[src/mpseq_regs.vh]
`ifndef MPSEQ_REGS_VH
`define MPSEQ_REGS_VH
// Mode selection codes.
`define MPSEQ_MODE_INPUT 4'h2
`define MPSEQ_MODE_SEQ 4'h3
`define MPSEQ_MODE_AXIS 4'h5
// Restart behaviour codes.
`define MPSEQ_RESTART_RESUME 1'b0
`define MPSEQ_RESTART_FIRST 1'b1
// Clock rate and pulse widths.
`define MPSEQ_CLK_MHZ 100
`define MPSEQ_LOW_SPEED_US 3000
`define MPSEQ_HIGH_SPEED_US 250
`define MPSEQ_LOW_SPEED_CYC (`MPSEQ_LOW_SPEED_US * `MPSEQ_CLK_MHZ)
`define MPSEQ_HIGH_SPEED_CYC (`MPSEQ_HIGH_SPEED_US * `MPSEQ_CLK_MHZ)
// Reset values.
`define MPSEQ_IDX_RST 4'h0
`define MPSEQ_DIR_RST 1'b0
`define MPSEQ_STOP_MODE_RST 2'h0
`endif

[src/mpseq_sequencer.v]
// Contract
// In input-selected mode enable acts on edge; host holds pulse 3 ms or 0.25 ms.
// Host changes selection only between completion and next enable edge.
// Index is 4-bit binary of selectors, bit0 least significant, 0..15.
// Selection inputs are sampled as levels, 1 active.
// Mode 3 selects sequential, mode 5 selects axis-controlled continuous.
// Single-pass sequential halts after one full cycle.
// Cyclic sequential repeats forever, later cycles start at restart index.
// Sequential advances to the next index by itself.
// Cyclic sequential inserts no wait between displacements.
// Sequential treats enable as a level.
// Done pulses at each displacement completion in sequential mode.
// Enable off in sequential discards rest; done once motor has stopped.
// Enable back on resumes or restarts per restart behaviour.
// Servo-on off stops motor with configured servo-off stop mode.
// Direction select is frozen while a displacement executes.
// Axis mode: immediate trigger makes new command take effect at once.
// Axis mode: deferred trigger applies command after current completes.
// Next-command-allowed output; host gives commands only while active.
// Enable is edge-triggered in mode 2, level-triggered otherwise.
// Input mode latches selection index on each enable edge and runs it. Code ignores enable edges that arrive while a move is in ST_RUN.
// While enable inactive motor is held locked, no new reference. Code locks only outside ST_RUN; axis mode still starts pending moves.
// Single-pass if restart index zero or above last index, else cyclic.
`timescale 1ns/1ps
`include "mpseq_regs.vh"
module mpseq_sequencer (
  // Clock and reset.
  input wire clk,
  input wire resetn,
  // Host digital inputs, asynchronous to clk.
  input wire sequence_enable,
  input wire index_select_bit0,
  input wire index_select_bit1,
  input wire index_select_bit2,
  input wire index_select_bit3,
  input wire direction_select,
  input wire immediate_write_trigger,
  input wire deferred_write_trigger,
  input wire servo_on,
  // Configuration, static from the same clock domain.
  input wire [3:0] sequence_mode_select,
  input wire [3:0] last_displacement_index,
  input wire restart_behaviour,
  input wire [4:0] cycle_restart_index,
  input wire [1:0] servo_off_stop_mode,
  // Axis-mode command from the host, same domain.
  input wire [3:0] axis_command_index,
  // Motion engine handshake.
  input wire motion_complete,
  input wire motor_stopped,
  // Outputs to the motion engine.
  output reg move_start,
  output reg [3:0] move_index,
  output reg move_direction,
  output reg motion_abort,
  output reg hold_locked,
  output reg servo_off_stop,
  output reg [1:0] servo_stop_mode,
  // Outputs to the host.
  output reg positioning_done,
  output reg next_command_allowed
);

  // Sequencer states. STOP covers both the rest after a finished single
  // pass and the wind-down after an enable-off abort; stop_abort_q tells them apart.
  localparam ST_IDLE = 2'h0;
  localparam ST_RUN = 2'h1;
  localparam ST_STOP = 2'h2;

  // Two-stage synchronisers for all pin inputs.
  // Only sync2_q is read by logic, since sync1_q may still be settling.
  reg [8:0] sync1_q;
  reg [8:0] sync2_q;
  always @(posedge clk or negedge resetn) begin
    if (!resetn) begin
      sync1_q <= 9'h000;
      sync2_q <= 9'h000;
    end else begin
      sync1_q <= {servo_on, deferred_write_trigger, immediate_write_trigger,
                  direction_select, index_select_bit3, index_select_bit2,
                  index_select_bit1, index_select_bit0, sequence_enable};
      sync2_q <= sync1_q;
    end
  end

  wire en_s = sync2_q[0];
  wire [3:0] sel_idx = sync2_q[4:1];
  wire dir_s = sync2_q[5];
  wire imm_s = sync2_q[6];
  wire def_s = sync2_q[7];
  wire son_s = sync2_q[8];

  reg en_prev_q;
  reg imm_prev_q;
  reg def_prev_q;
  reg [1:0] state_q;
  reg [3:0] cur_idx_q;
  reg stop_abort_q;
  reg pend_q;
  reg pend_imm_q;
  reg [3:0] pend_idx_q;

  wire mode_in = (sequence_mode_select == `MPSEQ_MODE_INPUT);
  wire mode_seq = (sequence_mode_select == `MPSEQ_MODE_SEQ);
  wire mode_ax = (sequence_mode_select == `MPSEQ_MODE_AXIS);
  wire en_rise = en_s & ~en_prev_q;

  // The write triggers are levels on the pins. Only their rising edge takes
  // a command, so a trigger held high cannot restart the same move again.
  wire imm_rise = imm_s & ~imm_prev_q;
  wire def_rise = def_s & ~def_prev_q;
  wire take_cmd = mode_ax & (imm_rise | def_rise) & ~pend_q;

  // Restart index is 1-based; zero or beyond the last entry gives one pass.
  wire [4:0] last_count = {1'b0, last_displacement_index} + 5'h01;
  wire single_pass = (cycle_restart_index == 5'h00) ||
    (cycle_restart_index > last_count);
  // Subtract at full width so that a restart index of 16 maps to entry 15.
  wire [4:0] restart_full = cycle_restart_index - 5'h01;
  wire [3:0] restart_idx = restart_full[3:0];
  wire at_last = (cur_idx_q == last_displacement_index);
  wire [3:0] next_idx = cur_idx_q + 4'h1;

  // Edge history of the synchronised enable and write-trigger pins.
  always @(posedge clk or negedge resetn) begin
    if (!resetn) begin
      en_prev_q <= 1'b0;
      imm_prev_q <= 1'b0;
      def_prev_q <= 1'b0;
    end else begin
      en_prev_q <= en_s;
      imm_prev_q <= imm_s;
      def_prev_q <= def_s;
    end
  end

  // Level outputs, one register stage behind the synchronised pins and the stop mode setting.
  always @(posedge clk or negedge resetn) begin
    if (!resetn) begin
      hold_locked <= 1'b1;
      servo_off_stop <= 1'b0;
      servo_stop_mode <= `MPSEQ_STOP_MODE_RST;
      next_command_allowed <= 1'b0;
    end else begin
      servo_stop_mode <= servo_off_stop_mode;
      servo_off_stop <= ~son_s;
      hold_locked <= ~en_s & (state_q != ST_RUN);
      // A command caught this cycle blocks the host at once, so a second
      // write cannot slip in before the pending flag shows.
      next_command_allowed <= mode_ax & son_s & ~pend_q & ~take_cmd;
    end
  end

  always @(posedge clk or negedge resetn) begin
    if (!resetn) begin
      state_q <= ST_IDLE;
      cur_idx_q <= `MPSEQ_IDX_RST;
      stop_abort_q <= 1'b0;
      pend_q <= 1'b0;
      pend_imm_q <= 1'b0;
      pend_idx_q <= `MPSEQ_IDX_RST;
      move_start <= 1'b0;
      move_index <= `MPSEQ_IDX_RST;
      move_direction <= `MPSEQ_DIR_RST;
      motion_abort <= 1'b0;
      positioning_done <= 1'b0;
    end else begin
      move_start <= 1'b0;
      motion_abort <= 1'b0;
      positioning_done <= 1'b0;
      // Only one axis command waits at a time; the host must watch
      // next_command_allowed before it writes the next one.
      if (take_cmd) begin
        pend_q <= 1'b1;
        pend_imm_q <= imm_rise;
        pend_idx_q <= axis_command_index;
      end
      if (!son_s) begin
        // Servo off: the stop mode drives the halt, done stays low.
        if (state_q == ST_RUN) begin
          motion_abort <= 1'b1;
        end
        state_q <= ST_IDLE;
        stop_abort_q <= 1'b0;
        pend_q <= 1'b0;
      end else begin
        case (state_q)
          ST_IDLE: begin
            // Mode 2 starts on an enable edge, mode 3 on the enable level
            // and mode 5 on a pending command while enable is high.
            if (mode_in && en_rise) begin
              cur_idx_q <= sel_idx;
              move_index <= sel_idx;
              move_direction <= dir_s;
              move_start <= 1'b1;
              state_q <= ST_RUN;
            end else if (mode_seq && en_s) begin
              move_index <= cur_idx_q;
              move_direction <= dir_s;
              move_start <= 1'b1;
              state_q <= ST_RUN;
            end else if (mode_ax && pend_q && en_s) begin
              cur_idx_q <= pend_idx_q;
              move_index <= pend_idx_q;
              move_direction <= dir_s;
              move_start <= 1'b1;
              pend_q <= 1'b0;
              state_q <= ST_RUN;
            end
          end
          ST_RUN: begin
            if (mode_seq && !en_s) begin
              motion_abort <= 1'b1;
              stop_abort_q <= 1'b1;
              state_q <= ST_STOP;
              // Resume keeps the aborted entry, so it is run again whole.
              if (restart_behaviour == `MPSEQ_RESTART_FIRST) begin
                cur_idx_q <= `MPSEQ_IDX_RST;
              end
            end else if (mode_ax && pend_q && pend_imm_q) begin
              cur_idx_q <= pend_idx_q;
              move_index <= pend_idx_q;
              move_direction <= dir_s;
              move_start <= 1'b1;
              pend_q <= 1'b0;
            end else if (motion_complete) begin
              positioning_done <= 1'b1;
              state_q <= ST_IDLE;
              if (mode_seq) begin
                if (!at_last) begin
                  cur_idx_q <= next_idx;
                  move_index <= next_idx;
                  move_direction <= dir_s;
                  move_start <= 1'b1;
                  state_q <= ST_RUN;
                end else if (single_pass) begin
                  cur_idx_q <= `MPSEQ_IDX_RST;
                  state_q <= ST_STOP;
                end else begin
                  cur_idx_q <= restart_idx;
                  move_index <= restart_idx;
                  move_direction <= dir_s;
                  move_start <= 1'b1;
                  state_q <= ST_RUN;
                end
              end else if (mode_ax && pend_q) begin
                cur_idx_q <= pend_idx_q;
                move_index <= pend_idx_q;
                move_direction <= dir_s;
                move_start <= 1'b1;
                pend_q <= 1'b0;
                state_q <= ST_RUN;
              end
            end
          end
          ST_STOP: begin
            // Standstill closes the stop. Only an aborted run reports done
            // here; a finished single pass already reported at completion.
            if (motor_stopped && !motion_abort) begin
              if (stop_abort_q) begin
                positioning_done <= 1'b1;
                stop_abort_q <= 1'b0;
              end
              // A finished pass rests until enable drops. After an abort
              // the sequence may go on at once if enable is back already.
              if (!en_s || stop_abort_q) begin
                state_q <= ST_IDLE;
              end
            end
          end
          default: state_q <= ST_IDLE;
        endcase
      end
    end
  end

endmodule // mpseq_sequencer

[config.mk]
export PLATFORM = sky130hd
export DESIGN_NAME = mpseq_sequencer
export DESIGN_NICKNAME = d
export VERILOG_FILES = /design/src/mpseq_sequencer.v
export VERILOG_INCLUDE_DIRS = /design/src
export SDC_FILE = /design/constraint.sdc
export NUM_CORES = 1
export LEC_CHECK = 0
export ABC_AREA = 0
export CELL_PAD_IN_SITES_DETAIL_PLACEMENT = 1
export CELL_PAD_IN_SITES_GLOBAL_PLACEMENT = 1
export CORE_MARGIN = 3
export CORE_UTILIZATION = 49
export CTS_BUF_LIST = sky130_fd_sc_hd__clkbuf_4 sky130_fd_sc_hd__clkbuf_8 sky130_fd_sc_hd__clkbuf_16
export DETAILED_ROUTE_END_ITERATION = 16
export DONT_BUFFER_PORTS = 1
export PLACE_DENSITY = 0.9
export SLEW_MARGIN = 20
export SYNTH_ARGS = -nofsm -noshare
export SYNTH_HDL_FRONTEND = slang
export SYNTH_SLANG_ARGS = --single-unit
[constraint.sdc]
create_clock -name clk -period 2.3 [get_ports clk]
set_clock_uncertainty 0.05 [all_clocks]
set_input_delay 0.115 -clock clk [delete_from_list [all_inputs] [get_ports clk]]
set_output_delay 0.115 -clock clk [all_outputs]
set_load 0.02 [all_outputs]
==> metrics.cfg <==
[timing]
min_period_ns=2.171
relSlewSlack_pct=67.78
fmax_ghz=0.4606
setup_tns_ns=0
setup_viol=0
rsz0062_at_grt=false
hold_viol=0
fin_crit_sh_pct=94.40
worst_pin_slew_ns=0.4782
final_max_slew_viol_count=0

[grt]
first_global_vias=2308
grt_pass1_wl_um=11440
grt_use_total_pct=23.58
antenna_found_initial=0
grt_overflow=0
grt_start_max_net_pins=48

[yosys]
synth_fa_ha_area_share_pct=5.714
synth_seq_cells=47
syn_inst=256
synthMuxAreaShare_pct=6.429
yosysTopAreaCell=dfrtp_1
syn_area_um2=2628
synth_edf_count=0
syn-num-nets=301
ys_dominant_reg_cell=dfrtp_1
synth_top_family_by_area=compound AO/OA/AOI/OAI gates
synthTopCellsByArea=dfrtp_1, ha_1, mux2_2, a21oi_1, nand3_1
synth_xor_area_share_pct=3.333
syn_avg_cell_area_um2=10.26
netlist.area_leader.share_pct=43.81
synth_simple_gate_area_share_pct=17.05
synth_cell_types=58
synth_compound_area_share_pct=18.67
ys_warn_count=0
synth_seq_area_share_pct=44.81
synthArstFlopShare_pct=100.0

[run]
cap_violations=0

[finish]
fin_nets=330
nFillCells=583
diodes=0
drive_gt1_share_pct=17.48
fin_util_pct=60.52
area_delta_synth_final_pct=18.38

[clock_network]
clkSinkCount=47
cts_setup_buffers=0
cts_tree=built
clock_latency_ns=0.30
cts_htree_levels=2
clockBufferDepth=2
cts_buffers=5
ctsRootBufferMaster=clkbuf_8
cts.clk_slew.worst_paths_ns=0.09

[worst_setup_path]
cp_max_fo=5
critPathArrivalTime_ns=2.31
worstSetupStartpointType=register
worst-setup-path-type=reg2reg
crit_slowest_cell=dfrtp_1
slowest_delay_ns=0.47
required_ns=2.44
worstPathCellList=xor2_1, nor4_4, o211ai_1, o221ai_2, mux2_2
r2r_start=cur_idx_q[1]$_DFFE_PN0P_
cp_top_family=compound AO/OA/AOI/OAI gates
critPathLaunch=cur_idx_q[1]$_DFFE_PN0P_
crit_path_end_kind=register
r2r_cells=5
regToRegSetupSlack_ns=0.13
regToRegEndpoint=move_direction$_DFFE_PN0P_
cp_num_buf_inv=0

[power_and_ir_drop]
p_leak_nw=1.296
power.density_nw_per_um2=876.0
peakVddDrop_mv=0.4546

[placement]
port_buffers=0
hpwl_um=5097
gp_congestion=0.8849

[routing]
drt-initial-drc-count=97
vias=2162
first_pass_iters=4
drc=0
routed_via_density=6.073
wire_per_inst_um=19.63
ant_nets=0
wl_um=6990

[floorplanning]
die_area_um2=6277
io_pins=46
num_rows=26
design.core.area_um2=5140
chipWidth_um=79.23
die_h_um=79.23
initial_core_util_pct=51.12

[status]
status=completed

[hold_path]
min_path_type=in2reg
hp-start=sequence_mode_select[2]
min_path_cells=2
worstHoldEndpoint=next_command_allowed$_DFF_PN0_

[logic make-up after synthesis]
| group | Yosys count |
|---|---|
| compound gates | 65 |
| simple gates | 80 |
| fa+ha+maj | 12 |
| flops | 47 |
| xor+xnor | 10 |
| buf+inv | 27 |
| mux | 15 |
[power by group]
part | switching [W] | leakage [nW] | internal [W]
clock network | 0.000288 | 0.0618 | 0.000358
registers | 0.000201 | 0.573 | 0.000963
logic | 0.000497 | 0.662 | 0.000418
[per-stage QoR]
stage	cells	power (W)	cell area (µm²)	setup slack, ns	hold WS, ns
final	356	0.002725	3110	0.1289	0.01403
after detailed placement	330	0.002023	2789	0.02006	-0.2297
after CTS	356	0.002731	3108	0.1028	0.01473
after global routing	356	0.002879	3110	0.06156	0.03123
after floorplan	256	0.001746	2628	0.1572	-0.2306
after global placement	330	0.001983	2789	0.1184	-0.2295
[synthesized netlist by cell type (2+ instances only)]
master	number
buf_2	3
o21ai_0	13
nor2b_1	5
o2111ai_1	3
nand4bb_1	2
ha_1	12
a311o_1	3
xor2_1	7
o211ai_1	4
nor3_1	11
clkbuf_1	7
nor2_1	12
a21oi_1	16
o22ai_1	2
nand2b_1	3
and3_1	2
dfrtp_1	46
nand3_1	14
mux2i_1	3
o221ai_2	2
xnor2_1	3
inv_1	14
or4b_1	2
a31oi_1	5
nand2_1	15
and3b_1	2
clkinv_1	2
o32ai_1	2
nand4_1	3
mux2_2	10
[flip-flops by register name, summed over array words and instances, names as in the netlist]
register and flops:
state_q 2, cur_idx_q 4, servo_stop_mode 2, pend_idx_q 4
motion_abort 1, positioning_done 1, next_command_allowed 1, move_direction 1
hold_locked 1, en_prev_q 1, sync2_q 9, move_index 4
stop_abort_q 1, imm_prev_q 1, move_start 1, sync1_q 9
pend_q 1, def_prev_q 1, pend_imm_q 1, servo_off_stop 1
[worst max path at each step]
stage          cells after the start                          to  slack, ns
3_5_place_dp                       8   move_index[1]$_DFFE_PN0P_       0.02
6_report                           5  move_direction$_DFFE_PN0P_       0.13
3_3_place_gp                       8   move_index[1]$_DFFE_PN0P_       0.12
4_1_cts                            7   move_index[1]$_DFFE_PN0P_       0.10
5_1_grt                            5  move_direction$_DFFE_PN0P_       0.06
2_1_floorplan                      8   move_index[1]$_DFFE_PN0P_       0.16
[final cells by class]
| class | count | area [µm²] | share of cell area [%] |
|---|---|---|---|
| clock buffer | 6 | 82.58 | 2.655 |
| clock inverter | 2 | 38.79 | 1.247 |
| inverter | 16 | 60.06 | 1.931 |
| multi-input combinational | 182 | 1354 | 43.52 |
| sequential | 47 | 1177 | 37.85 |
| tap | 70 | 87.58 | 2.816 |
| timing repair buffer | 33 | 310.3 | 9.976 |
[repair_timing]
item                                    CTS  global route
endpoints found under the setup margin    0             8
gates resized for setup                   0             1
hold endpoints to repair                 64             0
hold buffers                             18             0
[metal layers]
| layer | part of all wire [%] | up-vias | global-route usage [%] |
|---|---|---|---|
| met4 | 1.8 | 0 | 7.388 |
| met3 | 4.9 | 10 | 4.308 |
| met5 | 0 | - | 0 |
| met1 | 42 | 1086 | 29.07 |
| li1 | - | 991 | - |
| met2 | 52 | 75 | 41.67 |
[layout by cell type, fill, tap and decap left out, types with 5 or more instances in the layout]
master         Yosys  routed
buf_4              0      15
dlygate4sd3_1      0      17
nor3_1            11      11
o21ai_0           13      13
nor2b_1            5       5
ha_1              12      11
mux2_2            10      10
nor2_1            12      12
nand2_1           15      15
inv_1             14      14
a31oi_1            5       5
a21oi_1           16      16
clkbuf_8           0       6
xor2_1             7       7
nand3_1           14      14
dfrtp_1           46      46
Note: power is estimated with default switching activity, not from simulation.
